### src/rtl/esst_pkg.sv
// Package with constants and types for the enclave security state tracker
`default_nettype none
package esst_pkg;
  localparam logic [11:0] ESST_STATUS_ADDR   = 12'h500;
  localparam int          ESST_LOCK_BIT      = 0;
  localparam int          ESST_THR_LSB       = 16;
  localparam int          ESST_THR_W         = 8;
  localparam int          ESST_DBGCTL_TXDBG  = 15;
  localparam int          ESST_BPCTL_TXDBG   = 11;
  localparam int          ESST_DBGSTAT_TXDBG = 16;
  localparam logic [7:0]  ESST_THR_RESET     = 8'h00;
  localparam int          ESST_SLEEP_S3      = 3;
  localparam int          ESST_SLEEP_S5      = 5;
  typedef enum logic [1:0] {ESST_TXN_NONE, ESST_TXN_ELIDE, ESST_TXN_RESTRICT} esst_txn_t;
  typedef enum {ESST_RUN, ESST_PAUSE, ESST_WAIT_START} esst_rsp_t;
endpackage
`default_nettype wire

### src/rtl/esst_status_reg.sv
// Read-only launch version status register with lock and threshold
`default_nettype none
module esst_status_reg
  import esst_pkg::*;
(
  input  wire logic        clk,          // Core clock
  input  wire logic        rstn,         // Sync reset, active low
  input  wire logic [7:0]  fw_threshold, // Threshold from firmware
  input  wire logic        fw_load,      // Firmware load strobe
  input  wire logic        lock_evt,     // Successful enclave instruction
  input  wire logic        safer_mode,   // Safer mode capability present
  input  wire logic        rd_en,        // Register read strobe
  input  wire logic [11:0] rd_addr,      // Register address
  output logic [63:0]      rd_data,      // Read data
  output logic             locked,       // Lock bit
  output logic [7:0]       threshold     // Current threshold
);
  ////////////////////////////////////////////////////////////////////////
  // Threshold holds firmware value until the lock is taken
  always_ff @(posedge clk)
  begin
    if (!rstn)
      threshold <= ESST_THR_RESET;
    else if (fw_load && !locked)
      threshold <= fw_threshold;
  end

  // Lock is sticky until reset
  always_ff @(posedge clk)
  begin
    if (!rstn)
      locked <= 1'b0;
    else if (lock_evt)
      locked <= 1'b1;
  end

  // Read path; no write port exists, reserved bits zero
  always_ff @(posedge clk)
  begin
    if (!rstn)
      rd_data <= 64'h0;
    else if (rd_en)
    begin
      rd_data <= 64'h0;
      if (rd_addr == ESST_STATUS_ADDR)
      begin
        rd_data[ESST_LOCK_BIT] <= locked;
        rd_data[ESST_THR_LSB +: ESST_THR_W] <= safer_mode ? threshold : 8'h00;
      end
    end
  end

  property p_lock_sticky;
    @(posedge clk) disable iff (!rstn) locked |=> locked;
  endproperty
  a_lock_sticky: assert property (p_lock_sticky) else $error("lock dropped");
  property p_thr_frozen;
    @(posedge clk) disable iff (!rstn) locked |=> $stable(threshold);
  endproperty
  a_thr_frozen: assert property (p_thr_frozen) else $error("threshold moved after lock");
  property p_rsvd_zero;
    @(posedge clk) disable iff (!rstn) rd_data[15:1] == 15'h0 && rd_data[63:24] == 40'h0;
  endproperty
  a_rsvd_zero: assert property (p_rsvd_zero) else $error("reserved bits set");
  property p_no_safer;
    @(posedge clk) disable iff (!rstn) rd_en && !safer_mode |=> rd_data[23:16] == 8'h00;
  endproperty
  a_no_safer: assert property (p_no_safer) else $error("threshold shown without capability");
endmodule
`default_nettype wire

### src/rtl/esst_txn_ctl.sv
// Transaction abort and debug handling inside an enclave
`default_nettype none
module esst_txn_ctl
  import esst_pkg::*;
(
  input  wire logic      clk,            // Core clock
  input  wire logic      rstn,           // Sync reset, active low
  input  wire logic      in_enclave,     // Enclave mode
  input  wire logic      opt_in,         // Entry was opt-in
  input  wire esst_txn_t txn,            // Current transaction kind
  input  wire logic      encl_instr,     // Enclave instruction issued
  input  wire logic      fetch_outside,  // Code fetch outside enclave
  input  wire logic      meta_denied,    // Metadata-denied access
  input  wire logic      handler_inside, // Fallback handler in enclave
  input  wire logic      dbg_evt,        // Debug or breakpoint event
  input  wire logic      dbgctl_txdbg,   // Debug control bit 15
  input  wire logic      bpctl_txdbg,    // Breakpoint control bit 11
  output logic           restart_ns,     // Abort and re-run non-speculatively
  output logic           to_fallback,    // Abort to fallback handler
  output logic           prot_fault,     // General protection fault
  output logic           dbg_deliver,    // Debug exception to txn start
  output logic           dbg_abort       // Debug event only aborts
);
  logic in_restrict;
  logic dbg_en;
  logic abort_any;
  assign in_restrict = in_enclave && txn == ESST_TXN_RESTRICT;
  assign dbg_en      = opt_in && dbgctl_txdbg && bpctl_txdbg;
  // No fallback address check happens at transaction begin
  assign abort_any   = in_restrict && (encl_instr || fetch_outside || meta_denied ||
                                       (dbg_evt && !dbg_en));

  ////////////////////////////////////////////////////////////////////////
  // Registered abort outcomes
  always_ff @(posedge clk)
  begin
    if (!rstn)
    begin
      restart_ns  <= 1'b0;
      to_fallback <= 1'b0;
      prot_fault  <= 1'b0;
      dbg_deliver <= 1'b0;
      dbg_abort   <= 1'b0;
    end
    else
    begin
      restart_ns  <= in_enclave && txn == ESST_TXN_ELIDE && encl_instr;
      to_fallback <= abort_any;
      prot_fault  <= abort_any && !handler_inside;
      dbg_deliver <= in_restrict && dbg_evt && dbg_en;
      dbg_abort   <= in_restrict && dbg_evt && !dbg_en;
    end
  end

  property p_optout;
    @(posedge clk) disable iff (!rstn)
      in_restrict && dbg_evt && !opt_in |=> dbg_abort && !dbg_deliver;
  endproperty
  a_optout: assert property (p_optout) else $error("opt-out debug delivered");
  property p_fetch;
    @(posedge clk) disable iff (!rstn)
      in_restrict && fetch_outside && handler_inside |=> to_fallback && !prot_fault;
  endproperty
  a_fetch: assert property (p_fetch) else $error("fetch abort wrong");
  property p_outside_handler;
    @(posedge clk) disable iff (!rstn)
      in_restrict && meta_denied && !handler_inside |=> to_fallback && prot_fault;
  endproperty
  a_outside_handler: assert property (p_outside_handler) else $error("outside handler no fault");
  c_deliver: cover property (@(posedge clk) disable iff (!rstn) dbg_deliver);
  c_elide: cover property (@(posedge clk) disable iff (!rstn) restart_ns);
endmodule
`default_nettype wire

### src/rtl/esst_top.sv
// Top of the enclave security state tracker
`default_nettype none
module esst_top
  import esst_pkg::*;
(
  input  wire logic          clk,             // Core clock, 25 MHz
  input  wire logic          rstn,            // Sync reset, active low
  input  wire logic          safer_mode,      // Safer mode capability present
  input  wire logic [7:0]    fw_threshold,    // Firmware version threshold
  input  wire logic          fw_load,         // Firmware threshold load
  input  wire logic          reg_rd,          // Status register read
  input  wire logic [11:0]   reg_addr,        // Status register address
  output logic [63:0]        reg_rdata,       // Status read data
  input  wire logic          enter,           // Enclave entry done
  input  wire logic          enter_opt_in,    // Entry is opt-in
  input  wire logic          leave,           // Enclave exit done
  input  wire logic          encl_instr,      // Enclave instruction issued
  input  wire logic          encl_ok,         // It completed without error
  input  wire logic          launch_instr,    // Secure launch instruction
  input  wire logic          entry_leaf_evt,  // Launch entry leaf event
  input  wire logic          exit_leaf_busy,  // Launch exit leaf running
  input  wire logic          startup_sig,     // Startup signal
  input  wire logic          launch_req,      // Module launch request
  input  wire logic [7:0]    module_version,  // Module version number
  input  wire logic          dma_req,         // DMA request
  input  wire logic          dma_in_reserved, // DMA hits reserved memory
  input  wire esst_txn_t     txn,             // Transaction kind
  input  wire logic          fetch_outside,   // Fetch outside enclave
  input  wire logic          meta_denied,     // Metadata-denied access
  input  wire logic          handler_inside,  // Fallback handler in enclave
  input  wire logic          dbg_evt,         // Debug or breakpoint event
  input  wire logic          dbgctl_txdbg,    // Debug control bit 15
  input  wire logic          bpctl_txdbg,     // Breakpoint control bit 11
  input  wire logic          vm_exit,         // Debug causes VM exit
  input  wire logic [2:0]    sleep_state,     // Sleep state entered
  input  wire logic          sleep_enter,     // Sleep entry strobe
  input  wire logic          mcheck_exc,      // Machine check exception
  input  wire logic          cc_int,          // Corrected check interrupt
  input  wire logic          bank_ctl_clear,  // Bank control bit cleared 1 to 0
  output logic               dma_block,       // DMA access refused
  output logic               invalid_opcode,  // Invalid opcode fault
  output logic               async_exit,      // Async enclave exit
  output logic               paused,          // Paused for exit leaf
  output logic               wait_startup,    // Waiting for startup signal
  output logic               launch_ok,       // Module launch allowed
  output logic               launch_shutdown, // Launch rejected, shutdown
  output logic               flush_xlat,      // Flush translation context
  output logic               clear_monitor,   // Clear address monitor
  output logic               restart_ns,      // Re-run non-speculatively
  output logic               to_fallback,     // Abort to fallback handler
  output logic               prot_fault,      // General protection fault
  output logic               dbg_deliver,     // Debug exception delivered
  output logic               dbg_abort,       // Debug event only aborts
  output logic               dbgstat_clr16,   // Clear debug status bit 16
  output logic               pend_dbg16,      // Set pending debug bit 16
  output logic               enclaves_lost,   // All enclaves destroyed
  output logic               in_enclave,      // Enclave mode
  output logic               feature_en       // Capability flag
);
  logic       locked;
  logic [7:0] threshold;
  logic       opt_in_r;
  logic       enabled_once_r;
  logic       dbg_any;
  esst_rsp_t  rsp_r;
  esst_rsp_t  rsp_nxt;

  ////////////////////////////////////////////////////////////////////////
  // Status register
  esst_status_reg u_status (
    .clk          (clk),
    .rstn         (rstn),
    .fw_threshold (fw_threshold),
    .fw_load      (fw_load),
    .lock_evt     (encl_instr && encl_ok && feature_en),
    .safer_mode   (safer_mode),
    .rd_en        (reg_rd),
    .rd_addr      (reg_addr),
    .rd_data      (reg_rdata),
    .locked       (locked),
    .threshold    (threshold)
  );

  // Transaction handling
  esst_txn_ctl u_txn (
    .clk            (clk),
    .rstn           (rstn),
    .in_enclave     (in_enclave),
    .opt_in         (opt_in_r),
    .txn            (txn),
    .encl_instr     (encl_instr),
    .fetch_outside  (fetch_outside),
    .meta_denied    (meta_denied),
    .handler_inside (handler_inside),
    .dbg_evt        (dbg_evt),
    .dbgctl_txdbg   (dbgctl_txdbg),
    .bpctl_txdbg    (bpctl_txdbg),
    .restart_ns     (restart_ns),
    .to_fallback    (to_fallback),
    .prot_fault     (prot_fault),
    .dbg_deliver    (dbg_any),
    .dbg_abort      (dbg_abort)
  );

  ////////////////////////////////////////////////////////////////////////
  // DMA guard
  always_ff @(posedge clk)
  begin
    if (!rstn)
      dma_block <= 1'b0;
    else
      dma_block <= dma_req && dma_in_reserved;
  end

  // Launch instruction fault inside enclave
  always_ff @(posedge clk)
  begin
    if (!rstn)
      invalid_opcode <= 1'b0;
    else
      invalid_opcode <= launch_instr && in_enclave;
  end

  // Module launch check against threshold
  always_ff @(posedge clk)
  begin
    if (!rstn)
    begin
      launch_ok       <= 1'b0;
      launch_shutdown <= 1'b0;
    end
    else
    begin
      launch_ok       <= launch_req && (!locked || module_version >= threshold);
      launch_shutdown <= launch_req && locked && module_version < threshold;
    end
  end

  // Responding processor state
  always_comb
  begin
    rsp_nxt = rsp_r;
    unique case (rsp_r)
      ESST_RUN:
        if (entry_leaf_evt)
          rsp_nxt = ESST_WAIT_START;
        else if (exit_leaf_busy && in_enclave)
          rsp_nxt = ESST_PAUSE;
      ESST_PAUSE:
        if (!exit_leaf_busy)
          rsp_nxt = ESST_RUN;
      ESST_WAIT_START:
        if (startup_sig)
          rsp_nxt = ESST_RUN;
    endcase
  end

  always_ff @(posedge clk)
  begin
    if (!rstn)
      rsp_r <= ESST_RUN;
    else
      rsp_r <= rsp_nxt;
  end

  always_ff @(posedge clk)
  begin
    if (!rstn)
    begin
      paused       <= 1'b0;
      wait_startup <= 1'b0;
    end
    else
    begin
      paused       <= rsp_nxt == ESST_PAUSE;
      wait_startup <= rsp_nxt == ESST_WAIT_START;
    end
  end

  // Asynchronous exit on launch entry, machine check, corrected check interrupt or debug delivery in enclave
  always_ff @(posedge clk)
  begin
    if (!rstn)
      async_exit <= 1'b0;
    else
      async_exit <= in_enclave && (entry_leaf_evt || mcheck_exc || cc_int || dbg_any);
  end

  // Enclave mode and entry kind
  always_ff @(posedge clk)
  begin
    if (!rstn)
    begin
      in_enclave <= 1'b0;
      opt_in_r   <= 1'b0;
    end
    else if (leave || (in_enclave && (entry_leaf_evt || mcheck_exc || cc_int || dbg_any)) ||
             sleep_enter || !feature_en)
      in_enclave <= 1'b0;
    else if (enter)
    begin
      in_enclave <= 1'b1;
      opt_in_r   <= enter_opt_in;
    end
  end

  // Flush and monitor clear on each enter or leave strobe, not on asynchronous exits
  always_ff @(posedge clk)
  begin
    if (!rstn)
    begin
      flush_xlat    <= 1'b0;
      clear_monitor <= 1'b0;
    end
    else
    begin
      flush_xlat    <= enter || leave;
      clear_monitor <= enter || leave;
    end
  end

  // Debug delivery with status bit or pending bit
  always_ff @(posedge clk)
  begin
    if (!rstn)
    begin
      dbg_deliver   <= 1'b0;
      dbgstat_clr16 <= 1'b0;
      pend_dbg16    <= 1'b0;
    end
    else
    begin
      dbg_deliver   <= dbg_any;
      dbgstat_clr16 <= dbg_any && !vm_exit;
      pend_dbg16    <= dbg_any && vm_exit;
    end
  end

  // Sleep loss of enclave memory
  always_ff @(posedge clk)
  begin
    if (!rstn)
      enclaves_lost <= 1'b0;
    else
      enclaves_lost <= sleep_enter && sleep_state >= 3'(ESST_SLEEP_S3) &&
                       sleep_state <= 3'(ESST_SLEEP_S5);
  end

  // Feature disable after machine check or bank clear
  always_ff @(posedge clk)
  begin
    if (!rstn)
      enabled_once_r <= 1'b0;
    else if (feature_en)
      enabled_once_r <= 1'b1;
  end

  always_ff @(posedge clk)
  begin
    if (!rstn)
      feature_en <= 1'b1;
    else if ((mcheck_exc && enabled_once_r) || bank_ctl_clear)
      feature_en <= 1'b0;
  end

  ////////////////////////////////////////////////////////////////////////
  // Checks
  property p_dma;
    @(posedge clk) disable iff (!rstn) dma_req && dma_in_reserved |=> dma_block;
  endproperty
  a_dma: assert property (p_dma) else $error("reserved DMA not blocked");
  property p_bad_opcode;
    @(posedge clk) disable iff (!rstn) launch_instr && in_enclave |=> invalid_opcode;
  endproperty
  a_bad_opcode: assert property (p_bad_opcode) else $error("launch in enclave not faulted");
  property p_entry_wait;
    @(posedge clk) disable iff (!rstn)
      entry_leaf_evt && in_enclave |=> async_exit && wait_startup && !in_enclave;
  endproperty
  a_entry_wait: assert property (p_entry_wait) else $error("entry leaf not handled");
  property p_low_version;
    @(posedge clk) disable iff (!rstn)
      launch_req && locked && module_version < threshold |=> !launch_ok && launch_shutdown;
  endproperty
  a_low_version: assert property (p_low_version) else $error("low version launched");
  property p_flush;
    @(posedge clk) disable iff (!rstn) (enter || leave) |=> flush_xlat && clear_monitor;
  endproperty
  a_flush: assert property (p_flush) else $error("no flush on transition");
  property p_mcheck_exit;
    @(posedge clk) disable iff (!rstn) in_enclave && (mcheck_exc || cc_int) |=> async_exit;
  endproperty
  a_mcheck_exit: assert property (p_mcheck_exit) else $error("machine check no exit");
  property p_disable;
    @(posedge clk) disable iff (!rstn) !feature_en |=> !feature_en;
  endproperty
  a_disable: assert property (p_disable) else $error("feature re-enabled");
  property p_sleep;
    @(posedge clk) disable iff (!rstn) sleep_enter && sleep_state == 3'd4 |=> enclaves_lost;
  endproperty
  a_sleep: assert property (p_sleep) else $error("sleep did not destroy");
  property p_version_ok;
    @(posedge clk) disable iff (!rstn)
      launch_req && module_version >= threshold |=> launch_ok && !launch_shutdown;
  endproperty
  a_version_ok: assert property (p_version_ok) else $error("valid version refused");
  property p_unlocked;
    @(posedge clk) disable iff (!rstn) launch_req && !locked |=> launch_ok;
  endproperty
  a_unlocked: assert property (p_unlocked) else $error("unlocked launch refused");
  property p_pause;
    @(posedge clk) disable iff (!rstn)
      rsp_r == ESST_RUN && exit_leaf_busy && in_enclave && !entry_leaf_evt |=> paused;
  endproperty
  a_pause: assert property (p_pause) else $error("no pause for exit leaf");
  property p_resume;
    @(posedge clk) disable iff (!rstn) paused && !exit_leaf_busy |=> !paused;
  endproperty
  a_resume: assert property (p_resume) else $error("no resume after exit leaf");
  property p_mcheck_off;
    @(posedge clk) disable iff (!rstn) mcheck_exc && enabled_once_r |=> !feature_en;
  endproperty
  a_mcheck_off: assert property (p_mcheck_off) else $error("machine check kept feature");
  property p_bank_off;
    @(posedge clk) disable iff (!rstn) bank_ctl_clear |=> !feature_en;
  endproperty
  a_bank_off: assert property (p_bank_off) else $error("bank clear kept feature");
  c_lock: cover property (@(posedge clk) disable iff (!rstn) $rose(locked));
  c_pause: cover property (@(posedge clk) disable iff (!rstn) paused ##1 !paused);
  c_shutdown: cover property (@(posedge clk) disable iff (!rstn) launch_shutdown);
endmodule
`default_nettype wire

### config.mk
export PLATFORM = sky130hd
export DESIGN_NAME = esst_top
export DESIGN_NICKNAME = d
export VERILOG_FILES = /design/src/rtl/esst_pkg.sv /design/src/rtl/esst_status_reg.sv /design/src/rtl/esst_txn_ctl.sv /design/src/rtl/esst_top.sv
export SDC_FILE = /design/constraint.sdc
export NUM_CORES = 1
export LEC_CHECK = 0
export ABC_AREA = 1
export BUFFER_PORTS_ARGS = -buffer_cell sky130_fd_sc_hd__buf_2
export CORE_MARGIN = 1
export CORE_UTILIZATION = 48
export DETAILED_ROUTE_END_ITERATION = 10
export GPL_TIMING_DRIVEN = 0
export PLACE_DENSITY = 0.8
export SYNTH_ARGS = -nofsm -noshare
export SYNTH_HDL_FRONTEND = slang
export SYNTH_HIERARCHICAL = 1
export SYNTH_SLANG_ARGS = --single-unit
### constraint.sdc
create_clock -name clk -period 2.05 [get_ports clk]
set_clock_uncertainty 0.2 [all_clocks]
set_input_delay 0.3075 -clock clk [delete_from_list [all_inputs] [get_ports clk]]
set_output_delay 0.3075 -clock clk [all_outputs]
set_load 0.05 [all_outputs]
## After elaboration in Yosys (flattened, before gate mapping)

Index checks and enable logic that the tools add are counted.
W data, S select, Z words.

- Output and inout bits: 83
- Latch bits: 0
- Memories: 0
- Register bits after elaboration: 71
- RAM bits: 0
- Bits of input ports: 61
- ROM bits: 0

- Bitwise operators: 2
- $add $sub $neg: 0
- Muxes and demuxes: 8
- Equality and inequality tests: 7
- Div/mod/pow operators: 0
- Shift-type cells: 0
- Multipliers: 0
- Reduce and logical (&&, ||, !) cells: 46
- Magnitude comparators: 4

Operator list:

| operator | number |
|---|---|
| $mux W32 | 4 |
| $pmux W32 S3 | 1 |
| $eq A32 B2 Y1 const B | 2 |
| $eq A32 B1 Y1 const B | 1 |
| $eq A32 B3 Y1 const B | 1 |
| $logic_not A32 Y1 | 1 |
| $logic_and A1 B1 Y1 | 26 |
| $mux W8 | 2 |
| $eq A12 B11 Y1 const B | 1 |
| $logic_or A1 B1 Y1 | 12 |
| $ge A8 B8 Y1 | 1 |
| $lt A8 B8 Y1 | 1 |
| $logic_not A1 Y1 | 5 |
| $ge A3 B2 Y1 const B | 1 |
| $le A3 B3 Y1 const B | 1 |
| $eq A2 B1 Y1 const B | 1 |
| $eq A2 B2 Y1 const B | 1 |
| $not A1 Y1 | 2 |
| $reduce_and A2 Y1 | 1 |
| $reduce_or A2 Y1 | 1 |
| $mux W1 | 1 |

## Longest topological paths before layout

- Depth after elaboration: 9
- Mapped depth: 13
- Gate-level depth less buffers: 13

## Modules after synthesis

The synthesis kept the hierarchy.

Modules (own cells, without submodules):

| module | instances | cells each | seq. area each (sq um) | area each (sq um) |
|---|---|---|---|---|
| esst_top | 1 | 287 | 960.9 | 2095.8 |
| esst_status_reg | 1 | 154 | 360.3 | 1182.4 |
| esst_txn_ctl | 1 | 22 | 100.1 | 183.9 |

## Worst setup path before layout

OpenSTA, ideal clock, no wires.

- Path type: register -> register
- Start point: register in_enclave
- End point: register paused
- Clock period less this slack: 1.844 ns
- Path slack: 0.206 ns
- Data arrival time: 1.580 ns
- Cell stages (with the launch flop): 10
- Path buffers: 1
- Cell sequence: dfxtp_1 > nand2_1 > buf_2 > a21oi_1 > nand3_1 > nand2_1 > nand2_1 > nor2_1 > nand3_1 > nor2_1

- Word-level cells in the longest chain between the ends: 5

Ends and longest elaborated chain:

| element | RTL line | source |
|---|---|---|
| start, declared | esst_top.sv:57 | `output logic in_enclave,` |
| start signal, assigned | esst_top.sv:194 | `in_enclave <= 1'b0;` |
| start signal, assigned | esst_top.sv:199 | `in_enclave <= 1'b0;` |
| start signal, assigned | esst_top.sv:202 | `in_enclave <= 1'b1;` |
| $logic_and A1 B1 Y1 | esst_top.sv:147 | `else if (exit_leaf_busy && in_enclave)` |
| $mux W32 | esst_top.sv:147 |  |
| $mux W32 | esst_top.sv:145 | `if (entry_leaf_evt)` |
| $pmux W32 S3 | esst_top.sv:143 | `unique case (rsp_r)` |
| $eq A32 B2 Y1 | esst_top.sv:175 | `paused <= rsp_nxt == ESST_PAUSE;` |
| end signal, assigned | esst_top.sv:170 | `paused <= 1'b0;` |
| end signal, assigned | esst_top.sv:175 |  |
| end, declared | esst_top.sv:43 | `output logic paused,` |

No other way between the ends.
A chain may end at the register's enable or synchronous reset.

## Worst setup path in the final report

- Start point: input port entry_leaf_evt
- End point: register paused

- Word-level cells in the longest chain between the ends: 3

Ends and longest elaborated chain:

| element | RTL line | source |
|---|---|---|
| start, declared | esst_top.sv:20 | `input wire logic entry_leaf_evt,` |
| $mux W32 | esst_top.sv:145 |  |
| $pmux W32 S3 | esst_top.sv:143 |  |
| $eq A32 B2 Y1 | esst_top.sv:175 |  |

No other way between the ends.

==> impl_metrics.json <==
{
  "vias_per_cell": 4.48,
  "final.min_clock_period_ns": 1.92,
  "die_x_um": 86.9,
  "cp.depth": 9,
  "p_sw_share_pct": 29.7,
  "dr.pass1.iters": 5,
  "syn_avg_cell_area_um2": 7.48,
  "ant_nets": 0,
  "max_cap_viol_count": 0,
  "cts_tree": "yes",
  "gr-total-overflow": 0,
  "gp_congestion": 0.906,
  "core_area_mm2": 0.00687,
  "seqPwrFrac_pct": 45.1,
  "largest_reg_flops": 32,
  "place_ws_ns": 0.152,
  "crit_path_max_fanout": 10,
  "wl_per_cell_um": 10.8,
  "grt_max_degree": 12,
  "initial_core_util_pct": 50.4,
  "ys_warn_count": 6,
  "nFillCells": 613,
  "hold_depth": 3,
  "insertion_delay_ns": 0.34,
  "power.clock.fraction_pct": 35.1,
  "top_register": "rsp_r",
  "ys_seq_area_share_pct": 41.1,
  "rsz0062_at_grt": "no",
  "whs_ns": 0.0139,
  "start_kind": "input port",
  "drive_above_1_share_pct": 30.9,
  "antenna_found_initial": 0,
  "cts-root-buf": "clkbuf_8",
  "crit_required_ns": 2.08,
  "maxSlewViolCount": 0,
  "ir_worst_vdd_v": 0.000401,
  "multi_input_area_mm2": 0.00151,
  "static-leakage-power_uw": 0.00242,
  "synth_edf_count": 0,
  "clk_pin_slew_worst_paths_ns": 0.07,
  "cp_slowest_cell": "dlygate4sd3_1",
  "crit_chain": "dlygate4sd3_1 -> buf_4 -> inv_2 -> buf_2 -> nand3_1 -> nand4_1 -> nor2_1 -> nand2_1 -> nor2_1",
  "register_area_mm2": 0.00142,
  "gr-usage-all-layers_pct": 20.8,
  "clock_sinks": 71,
  "max_stage_delay_ns": 0.54,
  "num_vias": 3241,
  "hpwlAfterDp_um": 5960,
  "final_area_mm2": 0.00451,
  "h-tree-depth": 3,
  "rows": 30,
  "cts_max_path_buffers": 2,
  "port_buffers": 87,
  "status": "finished clean",
  "placed_area_mm2": 0.00422,
  "p_int_uw": 2220,
  "fin_util_pct": 65.6,
  "r2r_cells": 8,
  "setup_ws_ns": 0.128,
  "syn_inst": 463,
  "synth_seq_cells": 71,
  "critPathArrivalTime_ns": 1.96,
  "combPwrFrac_pct": 19.9,
  "switchingPower_uw": 940,
  "yosysUniqueCellTypes": 35,
  "timing.fmax_ghz": 0.520,
  "post_cts_buffers": 0,
  "die_area_mm2": 0.00756,
  "ioPinCount": 144,
  "crit_buf_inv": 4,
  "num_antenna_cells": 0,
  "ys.flop_type": "dfxtp_1",
  "finalSetupViolations": 0,
  "p_per_area_mw_per_mm2": 701,
  "min_period_over_period_pct": 93.8,
  "hold_viol_final": 0,
  "grt_pass1_wl_um": 12200,
  "critical_path.most_common_cell": "nor2_1",
  "finalNetCount": 693,
  "cts_buffers": 9,
  "syn_area_mm2": 0.00346,
  "synthToLayoutAreaGrowth_pct": 30.2,
  "hold_class": "in -> reg",
  "drt_iter0_drc": 150,
  "path_class": "in -> reg",
  "reg_top3": "rsp_r (32), u_status/rd_data (9), u_status/threshold (8)",
  "drc": 0,
  "setup_tns_ns": 0,
  "finalWirelength_um": 7790,
  "grt_pass1_vias": 2886,
  "cp_top_family": "buffers and inverters",
  "cp-end-kind": "flop",
  "ys_async_sr_fraction_pct": 0,
  "fp.dieH_um": 86.9
}
==> metrics by stage <==
stage / total power, uW / instances
after global routing: 3290 / 724
after detailed placement: 2060 / 700
after floorplan: 1950 / 517
after global placement: 2050 / 700
after CTS: 3170 / 724
final: 3160 / 724
==> power by group through the flow <==
stage | clock, uW | sequential [uW] | combinational (uW)
floorplan | 0 | 1490 | 457
detailed placement | 0 | 1460 | 606
global placement | 0 | 1460 | 597
global route | 1190 | 1430 | 673
CTS | 1130 | 1430 | 621
finish | 1110 | 1430 | 628
==> logic make-up (layout without fill, tap and decap cells) <==
logic type / after synthesis / in the layout / synth area share (%)
AND/OR/NAND/NOR: 208 / 208 / 28.3
other: 1 / 55 / 0.108
AO/OA/AOI/OAI: 42 / 42 / 6.51
flip-flops: 71 / 71 / 41.1
buffers and inverters: 133 / 244 / 21.2
adder cells (fa/ha/maj): 8 / 8 / 2.89
==> worst register-to-register path, stage by stage (launching register included) <==
cell and delay [ns]:
dfxtp_1 0.33, inv_1 0.05, ha_1 0.28, a21oi_1 0.17, nor2_1 0.05, nor4_1 0.42, nand3_1 0.13, nand3_1 0.10
inv_1 0.04
==> layout by cell type, fill, tap and decap left out, types with 2 or more instances in the layout <==
master	n
a21oi_1	25
buf_1	3
buf_2	91
buf_4	59
clkbuf_8	11
clkinv_2	3
conb_1	55
dfxtp_1	71
dlygate4sd3_1	9
ha_1	8
inv_1	54
inv_2	10
nand2_1	53
nand2_2	5
nand3_1	48
nand4_1	8
nor2_1	71
nor2_2	5
nor2_4	2
nor2_8	2
nor3_1	2
nor4_1	6
o21ai_0	8
o21ai_1	4
==> cells in the mapped netlist (2+ instances only) <==
| master | n | share of area, % |
|---|---|---|
| nand2_1 | 53 | 5.7 |
| nor2_8 | 2 | 1.2 |
| nor2_2 | 5 | 0.90 |
| dfxtp_1 | 71 | 41 |
| nand3_1 | 48 | 6.9 |
| o21ai_0 | 8 | 1.2 |
| ha_1 | 8 | 2.9 |
| a21oi_1 | 25 | 3.6 |
| nor3_1 | 2 | 0.29 |
| nor2_1 | 71 | 7.7 |
| nor4_1 | 6 | 1.1 |
| buf_2 | 4 | 0.58 |
| nand4_1 | 8 | 1.4 |
| o21ai_1 | 4 | 0.58 |
| nor2_4 | 2 | 0.65 |
| nand2_2 | 5 | 0.90 |
| buf_4 | 59 | 13 |
| inv_2 | 10 | 1.1 |
| inv_1 | 54 | 5.9 |
| buf_1 | 3 | 0.33 |
==> per-layer routing <==
metal  wire [um]  track usage (%)  share of wire [%]
met4         161             9.24                2.1
met1        3130             22.9                 40
met2        3880             38.0                 50
met3         623             4.55                8.0
met5           0                0                  0
==> repair_timing <==
item | CTS | global route
hold buffers | 9 | 0
gates resized for setup | 0 | 0
endpoints found under the hold margin | 12 | 0
==> cell type report <==
cell class,count,share of cell area (%)
buffer,68,10.9
inverter,65,5.41
timing repair buffer,96,11.7
multi-input combinational,313,33.5
tap,96,2.67
clock buffer,11,3.36
clock inverter,4,0.999
sequential,71,31.5
==> path summary, 6_finish.rpt <==
check                          to  slack (ns)                          startpoint
min          launch_ok$_SDFF_PN0_        0.01                          launch_req
min reg2reg   rsp_r[7]$_SDFF_PN0_        0.25                 rsp_r[7]$_SDFF_PN0_
max reg2reg  launch_ok$_SDFF_PN0_        0.17  u_status/threshold[5]$_SDFFE_PN0P_
max             paused$_SDFF_PN0_        0.13                      entry_leaf_evt
Power figures use the tool's default switching activity.
